## src/dsd_cfg.svh

```systemverilog
// Summary of operation
// - Normal map: regs, std I/O, ext I/O, SRAM.
// - Compat map: regs, std I/O, 4000 SRAM.
// - Extended I/O only via data-space access.
// - External region follows last internal address.
// - High addresses go to external memory.
// - Internal accesses keep external strobes inactive.
// - External access needs ext_mem_enable set.
// - Zero wait: one extra cycle per byte.
// - Wait states 1..3 add 2..4 cycles.
// - External stack call/return: two extra cycles.
// - External stack with waits: 4,6,8 extra.
// - Internal SRAM access takes two cycles.
// - Displacement adds up to 63 to Y/Z.
// - Pre-decrement/post-increment updates the pointer.
`ifndef DSD_CFG_SVH
`define DSD_CFG_SVH
`define DSD_REG_END 16'h0020
`define DSD_STDIO_END 16'h0060
`define DSD_EXTIO_END 16'h0100
`define DSD_INT_END_NORM 16'h1100
`define DSD_INT_END_COMPAT 16'h1000
`define DSD_INT_CYCLES 3'h2
`define DSD_DISP_MAX 6'h3F
`endif

```

## src/dsd_pkg.sv

```systemverilog
package dsd_pkg;
	typedef enum logic [2:0] {DSD_REG, DSD_STDIO, DSD_EXTIO, DSD_SRAM, DSD_EXT, DSD_NONE} dsd_region_t;
	typedef enum logic [1:0] {DSD_AM_DIRECT, DSD_AM_DISP, DSD_AM_PREDEC, DSD_AM_POSTINC} dsd_amode_t;
	typedef enum logic [1:0] {DSD_OP_DATA, DSD_OP_IO, DSD_OP_STACK2} dsd_op_t;
endpackage

```

## src/dsd_ext_if.sv

```systemverilog
`timescale 1ns/10ps
`default_nettype none
interface dsd_ext_if;
	logic start;
	logic is_write;
	logic [1:0] waits;
	logic busy;
	logic rd_strobe;
	logic wr_strobe;
	modport ctl (output start, output is_write, output waits, input busy, input rd_strobe, input wr_strobe);
	modport seq (input start, input is_write, input waits, output busy, output rd_strobe, output wr_strobe);
endinterface
`default_nettype wire

```

## src/dsd_ext_seq.sv

```systemverilog
`timescale 1ns/10ps
`default_nettype none
module dsd_ext_seq (
	input wire logic i_ref_clk,
	input wire logic i_nrst,
	dsd_ext_if.seq bus
);
	logic [2:0] cnt;
	logic wr;
	logic [2:0] next_cnt;
	// Each byte holds the strobe for base plus one extra cycle, plus one more per wait state.
	assign next_cnt = bus.waits == 2'h0 ? 3'h3 : 3'(bus.waits) + 3'h3;
	// Counter runs the external byte cycle and the strobe follows it.
	always_ff @(posedge i_ref_clk or negedge i_nrst) begin
		if (!i_nrst) begin
			cnt <= 3'h0;
			wr <= 1'b0;
		end else if (bus.start && cnt == 3'h0) begin
			cnt <= next_cnt;
			wr <= bus.is_write;
		end else if (cnt != 3'h0) begin
			cnt <= cnt - 3'h1;
		end
	end
	assign bus.busy = cnt != 3'h0;
	assign bus.rd_strobe = bus.busy && !wr;
	assign bus.wr_strobe = bus.busy && wr;
endmodule
`default_nettype wire

```

## src/dsd_top.sv

```systemverilog
`timescale 1ns/10ps
`default_nettype none
`include "dsd_cfg.svh"
module dsd_top (
	input wire logic i_ref_clk,
	input wire logic i_nrst,
	input wire logic i_req,
	input wire logic i_write,
	input wire logic [1:0] i_op,
	input wire logic [1:0] i_amode,
	input wire logic [15:0] i_base,
	input wire logic [5:0] i_disp,
	input wire logic i_compat,
	input wire logic i_ext_mem_enable,
	input wire logic [1:0] i_wait_states,
	output logic o_busy,
	output logic o_done,
	output logic [2:0] o_region,
	output logic [15:0] o_addr,
	output logic [15:0] o_ptr_next,
	output logic o_ptr_we,
	output logic o_write_strobe_pin,
	output logic o_read_strobe_pin
);
	dsd_ext_if ext ();
	logic [15:0] eff_addr;
	logic [15:0] int_end;
	dsd_pkg::dsd_region_t region;
	logic go_ext;
	logic [2:0] cyc;
	logic [1:0] bytes_left;
	logic wr_q;
	dsd_pkg::dsd_region_t region_q;
	// Effective address by mode; displacement only ever adds 0..63.
	assign eff_addr = i_amode == 2'(dsd_pkg::DSD_AM_DISP) ? i_base + {10'h000, i_disp & `DSD_DISP_MAX} :
		i_amode == 2'(dsd_pkg::DSD_AM_PREDEC) ? i_base - 16'h0001 : i_base;
	assign int_end = i_compat ? `DSD_INT_END_COMPAT : `DSD_INT_END_NORM;
	// Region decode; compat mode has no extended I/O so that range is SRAM.
	assign region = eff_addr < `DSD_REG_END ? dsd_pkg::DSD_REG :
		eff_addr < `DSD_STDIO_END ? dsd_pkg::DSD_STDIO :
		(eff_addr < `DSD_EXTIO_END && !i_compat) ? dsd_pkg::DSD_EXTIO :
		eff_addr < int_end ? dsd_pkg::DSD_SRAM :
		i_ext_mem_enable ? dsd_pkg::DSD_EXT : dsd_pkg::DSD_NONE;
	assign go_ext = i_req && !o_busy && region == dsd_pkg::DSD_EXT && i_op != 2'(dsd_pkg::DSD_OP_IO);
	assign ext.waits = i_wait_states;
	assign ext.is_write = wr_q;
	// A new external byte starts once the sequencer is idle and bytes remain.
	assign ext.start = o_busy && region_q == dsd_pkg::DSD_EXT && !ext.busy && bytes_left != 2'h0;
	// The sequencer owns the per-byte strobe timing.
	dsd_ext_seq u_seq (
		.i_ref_clk(i_ref_clk),
		.i_nrst(i_nrst),
		.bus(ext)
	);
	// Access sequencing: internal takes two cycles, external one byte per sequencer run.
	always_ff @(posedge i_ref_clk or negedge i_nrst) begin
		if (!i_nrst) begin
			o_busy <= 1'b0;
			o_done <= 1'b0;
			o_region <= 3'h5;
			region_q <= dsd_pkg::DSD_NONE;
			o_addr <= 16'h0000;
			o_ptr_next <= 16'h0000;
			o_ptr_we <= 1'b0;
			cyc <= 3'h0;
			bytes_left <= 2'h0;
			wr_q <= 1'b0;
		end else if (i_req && !o_busy && !(i_op == 2'(dsd_pkg::DSD_OP_IO) && eff_addr >= `DSD_STDIO_END)) begin
			o_busy <= 1'b1;
			o_done <= 1'b0;
			o_region <= 3'(region);
			region_q <= region;
			o_addr <= eff_addr;
			o_ptr_next <= i_amode == 2'(dsd_pkg::DSD_AM_POSTINC) ? i_base + 16'h0001 : eff_addr;
			o_ptr_we <= i_amode == 2'(dsd_pkg::DSD_AM_POSTINC) || i_amode == 2'(dsd_pkg::DSD_AM_PREDEC);
			cyc <= `DSD_INT_CYCLES - 3'h1;
			bytes_left <= go_ext ? (i_op == 2'(dsd_pkg::DSD_OP_STACK2) ? 2'h2 : 2'h1) : 2'h0;
			wr_q <= i_write;
		end else begin
			o_ptr_we <= 1'b0;
			o_done <= 1'b0;
			if (ext.start) begin
				bytes_left <= bytes_left - 2'h1;
			end
			if (o_busy && region_q != dsd_pkg::DSD_EXT) begin
				cyc <= cyc - 3'h1;
				if (cyc == 3'h1) begin
					o_busy <= 1'b0;
					o_done <= 1'b1;
				end
			end else if (o_busy && bytes_left == 2'h0 && !ext.busy && !ext.start) begin
				o_busy <= 1'b0;
				o_done <= 1'b1;
			end
		end
	end
	// Strobes registered; only external-region accesses ever raise them.
	always_ff @(posedge i_ref_clk or negedge i_nrst) begin
		if (!i_nrst) begin
			o_read_strobe_pin <= 1'b0;
			o_write_strobe_pin <= 1'b0;
		end else begin
			o_read_strobe_pin <= ext.rd_strobe;
			o_write_strobe_pin <= ext.wr_strobe;
		end
	end
endmodule
`default_nettype wire

```

## config.mk

```make
export PLATFORM = sky130hd
export DESIGN_NAME = dsd_top
export DESIGN_NICKNAME = d
export VERILOG_FILES = /design/src/dsd_pkg.sv /design/src/dsd_ext_if.sv /design/src/dsd_ext_seq.sv /design/src/dsd_top.sv
export VERILOG_INCLUDE_DIRS = /design/src /design/src/src
export SDC_FILE = /design/constraint.sdc
export NUM_CORES = 1
export LEC_CHECK = 0
export BUFFER_PORTS_ARGS = -buffer_cell sky130_fd_sc_hd__buf_2
export CAP_MARGIN = 0
export CORE_MARGIN = 1.5
export CORE_UTILIZATION = 46
export CTS_BUF_LIST = sky130_fd_sc_hd__clkbuf_2
export CTS_CLUSTER_DIAMETER = 40
export DETAILED_ROUTE_END_ITERATION = 7
export GPL_ROUTABILITY_DRIVEN = 0
export PLACE_DENSITY = 0.75
export SETUP_SLACK_MARGIN = 0.3
export SLEW_MARGIN = 20
export SYNTH_ARGS = -nofsm -noshare
export SYNTH_HDL_FRONTEND = slang
export SYNTH_SLANG_ARGS = --single-unit
```

## constraint.sdc

```tcl
create_clock -name i_ref_clk -period 4.95 [get_ports i_ref_clk]
set_input_delay 0.99 -clock i_ref_clk [delete_from_list [all_inputs] [get_ports i_ref_clk]]
set_output_delay 0.99 -clock i_ref_clk [all_outputs]
set_load 0.005 [all_outputs]
```

# --- Yosys cells after proc, flatten, opt, wreduce, memory -nomap -nowiden ---
# Cells that the tools add are included.
classes:
  n_addsub: 7
  order_cmp: 5
  eq_ne: 11
  mux: 27
  reduce_logical: 33
ops:
  columns: ["operator", "n"]
  rows:
  - ["$mux W16", 3]
  - ["$mux W3", 9]
  - ["$add A16 B1 Y16 const B", 1]
  - ["$add A16 B6 Y16", 1]
  - ["$ge A16 B7 Y1 const B", 1]
  - ["$logic_and A1 B1 Y1", 16]
  - ["$lt A16 B13 Y1", 1]
  - ["$lt A16 B6 Y1 const B", 1]
  - ["$lt A16 B7 Y1 const B", 1]
  - ["$lt A16 B9 Y1 const B", 1]
  - ["$sub A16 B1 Y16 const B", 1]
  - ["$mux W1", 10]
  - ["$mux W9", 1]
  - ["$mux W2", 4]
  - ["$reduce_bool A2 Y1", 4]
  - ["$eq A2 B2 Y1 const B", 3]
  - ["$eq A3 B3 Y1 const B", 2]
  - ["$logic_not A1 Y1", 6]
  - ["$reduce_bool A3 Y1", 2]
  - ["$sub A3 B1 Y3 const B", 2]
  - ["$eq A2 B1 Y1 const B", 2]
  - ["$logic_not A2 Y1", 2]
  - ["$add A2 B2 Y3 const B", 1]
  - ["$eq A3 B1 Y1 const B", 1]
  - ["other kinds (7)", 7]
word_totals:
  regBits: 50
  input_bits: 34
  output_inout_bits: 40
  elab_cells: 96

# --- Longest topological paths before layout ---
logic_depth:
  ltp_word: 13
  ltp_mapped: 13
  ltp_nobuf: 11

# --- By module ---
# From an unflattened synthesis, not the netlist that was laid out.
hier_totals:
  hier_cells: 373
  area_unflattened_um2: 3518.4
modules_own_cells:
  columns: ["module", "n_inst", "cells_per_inst", "area_each_um2", "seq_area_each_um2"]
  rows:
  - ["dsd_top", 1, 345, 3245.6, 1153.6]
  - ["dsd_ext_seq", 1, 28, 272.8, 100.1]

# --- Least setup slack after synthesis ---
# No wires, ideal clock.
synth_path:
  path_type: "input to register"
  startpoint: "in i_base[4]"
  endpoint: "reg wr_q (netlist: ext.is_write)"
  setup_time_ns: 0.125
  arrival_time_ns: 3.898
  required_ns: 4.825
  setup_slack_ns: 0.927
  path_stages: 11
  n_path_buf: 3
  path_cell_list: "clkbuf_1 > or4_4 > buf_6 > or4_4 > o22a_1 > o21a_1 > nor4_2 > and4bb_4 > a41o_2 > buf_4 > mux2_2"
synth_via:
  elab_chain_len: 7
  elab_cells_between_ends: 8
  classes_between: "add/sub: 2; order compare: 1; mux: 2; reduce/logical: 3"
synth_rtl:
  columns: ["item", "line", "rtl"]
  rows:
  - ["start: declaration", "dsd_top.sv:11", "input wire logic [15:0] i_base,"]
  - ["$sub A16 B1 Y16", "dsd_top.sv:36", "i_amode == 2'(dsd_pkg::DSD_AM_PREDEC) ? i_base - 16'h0001 : i_base;"]
  - ["$mux W16", "dsd_top.sv:36", null]
  - ["$mux W16 *", "dsd_top.sv:35", "assign eff_addr = i_amode == 2'(dsd_pkg::DSD_AM_DISP) ? i_base + {10'h000, i_disp & `DSD_DISP_MAX} :"]
  - ["$ge A16 B7 Y1 (no line) *", null, null]
  - ["$logic_and A1 B1 Y1 (no line) *", null, null]
  - ["$logic_not A1 Y1 *", "dsd_top.sv:68", "end else if (i_req && !o_busy && !(i_op == 2'(dsd_pkg::DSD_OP_IO) && eff_addr >= `DSD_STDIO_END)) begin"]
  - ["$logic_and A1 B1 Y1 *", "dsd_top.sv:68", null]
  - ["end signal: assignment", "dsd_top.sv:78", "wr_q <= i_write;"]
  - ["end: declaration", "dsd_top.sv:32", "logic wr_q;"]
# Mark *: on every way between the ends. The rest lies on a longest branch, timed or not.
# A chain may end at the register's enable or synchronous reset.

# --- Worst setup path in the final report ---
layout_path:
  startpoint: "in i_base[1]"
  endpoint: "reg o_ptr_next[10]"
layout_via:
  elab_chain_len: 7
  elab_cells_between_ends: 10
  classes_between: "add/sub: 3; order compare: 1; mux: 3; reduce/logical: 3"
layout_rtl:
  columns: ["item", "line", "rtl"]
  rows:
  - ["$sub A16 B1 Y16", "dsd_top.sv:36", null]
  - ["$mux W16", "dsd_top.sv:36", null]
  - ["$mux W16", "dsd_top.sv:35", null]
  - ["$ge A16 B7 Y1 (no line)", null, null]
  - ["$logic_and A1 B1 Y1 (no line)", null, null]
  - ["$logic_not A1 Y1", "dsd_top.sv:68", null]
  - ["$logic_and A1 B1 Y1", "dsd_top.sv:68", null]
  - ["end signal: assignment", "dsd_top.sv:74", "o_ptr_next <= i_amode == 2'(dsd_pkg::DSD_AM_POSTINC) ? i_base + 16'h0001 : eff_addr;"]
  - ["end: declaration", "dsd_top.sv:20", "output logic [15:0] o_ptr_next,"]
# Several ways; a longest one is shown, not always the timed one.

==> impl_metrics.yaml <==
status:
  status: "complete, no violations"
grt:
  grt_max_degree: 51
  antenna_found_initial: 0
  grt_pass1_wl_mm: 13.49
  overflow: 0
  grt_usage: 0.1992
  grt_pass1_vias: 2833
final_layout:
  layoutNonFillerInstCount: 542
  antennaDiodeCount: 0
  layout-drive-gt1-share: 0.2912
  final_util: 0.5421
  syn_to_final_growth_pct: 13.07
  nets: 491
logic_synthesis:
  synth_warnings: 0
  syn_area_um2: 3515
  synth_cell_types: 60
  ys_seq_elements: 50
  async_flop_share: 1.000
  syn_nets: 433
  synth_edf_count: 0
  synth.avg_cell_area_um2: 9.153
  synth_flop_cell: "dfrtp_1"
  synth-seq-area-share: 0.3567
  synthCells: 384
die:
  die_w_um: 90.41
  initial_core_util: 0.4794
  dieArea_um2: 8174
  rows: 31
  coreArea_um2: 7331
  fp.dieH_um: 90.41
  io_pins: 74
run:
  maxCapViolCount: 0
drt:
  drtIter0Drc: 163
  top_layer: "met4"
  viasPerCell: 5.601
  routed_wl_mm: 7.828
  routedLengthMet1_mm: 3.729
  wl_met3_um: 476
  ant_nets: 0
  wl_per_cell_um: 14.44
  vias: 3036
  drc: 0
  wl_met2_mm: 3.575
  first_pass_iters: 5
clock_network:
  holdBufCountCts: 0
  cts_buffer_depth: 2
  post_cts_resized: 0
  clkSinkCount: 50
  cts_buffers: 5
  clk_latency_ns: 0.39
  cts_tree: "yes"
  htreeDepth: 2
  cts_root_buf: "clkbuf_2"
  clk_pin_slew_worst_paths_ns: 0.23
  post_cts_buffers: 0
sta:
  max_freq_mhz: 245.9
  fin_tns_setup_ns: 0
  slew_violations: 0
  max_slew_margin: 0.4418
  setup_violations: 0
  fin_skew_ns: 0.01780
  rsz0062_at_grt: "no"
  min_period_ns: 4.067
  final_hold_viol_count: 0
  fin_ws_ns: 0.8833
  tightest_slew_ns: 0.8256
  min_period_over_period: 0.8216
placed_design:
  numPortBuffers: 73
  pre_cts_slack_ns: 0.4889
  dp_hpwl_mm: 6.076
  dp.cells: 534
setup_path:
  cp.required_ns: 5.26
  critPathLaunchType: "input pin"
  critical_path.max_fanout: 23
  rr_startpoint: "u_seq.cnt[0]"
  end_kind: "flip-flop"
  crit_start: "i_base[1]"
  worst_ep_arrival_time_ns: 4.38
  worst-setup-path-type: "in2reg"
worst_hold_path:
  min_path_type: "reg2reg"
  min_from: "u_seq.wr"
power_and_ir_drop:
  power.total_mw: 1.637
  max-vdd-ir-drop_mv: 0.1756
  power_leakage_nw: 1.805
  p_per_area_nw_per_um2: 412.0
## cells in the final DEF (no fill, tap or decap), drive strengths merged, types with 8 or more instances in the layout
cell type,count
dfrtp,48
xor2,14
buf,77
mux2,29
nor2,30
inv,19
xnor2,15
nand2,34
o21ai,19
ha,14
a21oi,26
nand3,8
## registers in the layout (all words and copies together) (netlist names)
name / count
bytes_left: 2
cyc: 3
ext.is_write: 1
o_addr: 16
o_busy: 1
o_done: 1
o_ptr_next: 16
o_ptr_we: 1
o_read_strobe_pin: 1
o_write_strobe_pin: 1
region_q: 3
u_seq.cnt: 3
u_seq.wr: 1
## metal layers
layer	vias to the layer above	track usage
li1	1472	-
met1	1451	0.2769
met2	109	0.3188
met3	4	0.04209
met4	0	0.04365
met5	-	0
## cell families after synthesis
kind of cell / share of synthesized area
flip-flops: 0.3567
XOR/XNOR: 0.07227
adder cells (fa/ha/maj): 0.05554
AND/OR/NAND/NOR: 0.1919
buffers and inverters: 0.06016
multiplexers: 0.1129
AO/OA/AOI/OAI: 0.1506
## final cells by class
type / count / area, um2
sequential: 50 / 1254
timing repair buffer: 77 / 410.4
multi-input combinational: 289 / 2049
fill: 685 / 3357
clock inverter: 1 / 30.03
tap: 99 / 123.9
clock buffer: 7 / 35.03
inverter: 19 / 71.32
## cell usage after synthesis, types with 3 or more instances
cell type / instances / area share
clkbuf_1: 17 / 0.018
mux2_2: 29 / 0.093
ha_1: 14 / 0.050
nor2b_1: 3 / 0.0053
and3_1: 7 / 0.012
o21a_1: 3 / 0.0064
o211ai_1: 4 / 0.0085
a21oi_1: 25 / 0.036
or4_1: 3 / 0.0064
o21ai_0: 19 / 0.027
mux2i_1: 7 / 0.020
a31oi_1: 6 / 0.011
nor3_1: 6 / 0.0085
xnor2_1: 15 / 0.037
buf_4: 3 / 0.0064
nand3_1: 8 / 0.011
nand2b_1: 4 / 0.0071
or2_2: 3 / 0.0053
buf_6: 4 / 0.013
dfrtp_1: 48 / 0.34
nor4_1: 4 / 0.0071
nand4_1: 6 / 0.011
a211oi_1: 3 / 0.0064
or3_1: 3 / 0.0053
inv_1: 19 / 0.020
xor2_1: 14 / 0.035
a21o_1: 4 / 0.0085
nand2_1: 34 / 0.036
nor2_1: 30 / 0.032
## final timing paths
check / slack, ns / depth (start not counted) / endpoint
worst max-delay path: 0.88 / 10 / o_ptr_next[10]
worst max register to register: 2.63 / 6 / bytes_left[1]
worst min register to register: 0.46 / 1 / o_read_strobe_pin
worst min-delay path: 0.46 / 1 / o_read_strobe_pin
min in group asynchronous: 0.56 / 1 / o_ptr_we
max in group asynchronous: 3.96 / 1 / o_busy
## through the flow
stage	hold WS, ns	instance area, um2
floorplan	0.4175	3515
detailed placement	0.4331	3906
finish	0.4561	3974
CTS	0.4604	3971
global route	0.4888	3974
global placement	0.4267	3906
## where the power goes
part	switching (mW)	internal [mW]
clock network	0.119	0.0900
registers	0.115	0.609
logic	0.337	0.366
total	0.571	1.07
## critical path, stage by stage
cell      delay [ns]
buf_2           0.15
or4b_2          0.78
nor4_4          0.39
mux2i_1         0.24
nand4_1         0.17
nor4_2          0.43
and4bb_4        0.30
a41o_2          0.35
buf_12          0.21
mux2_2          0.36
No activity file was read; power rests on OpenSTA's default activity.
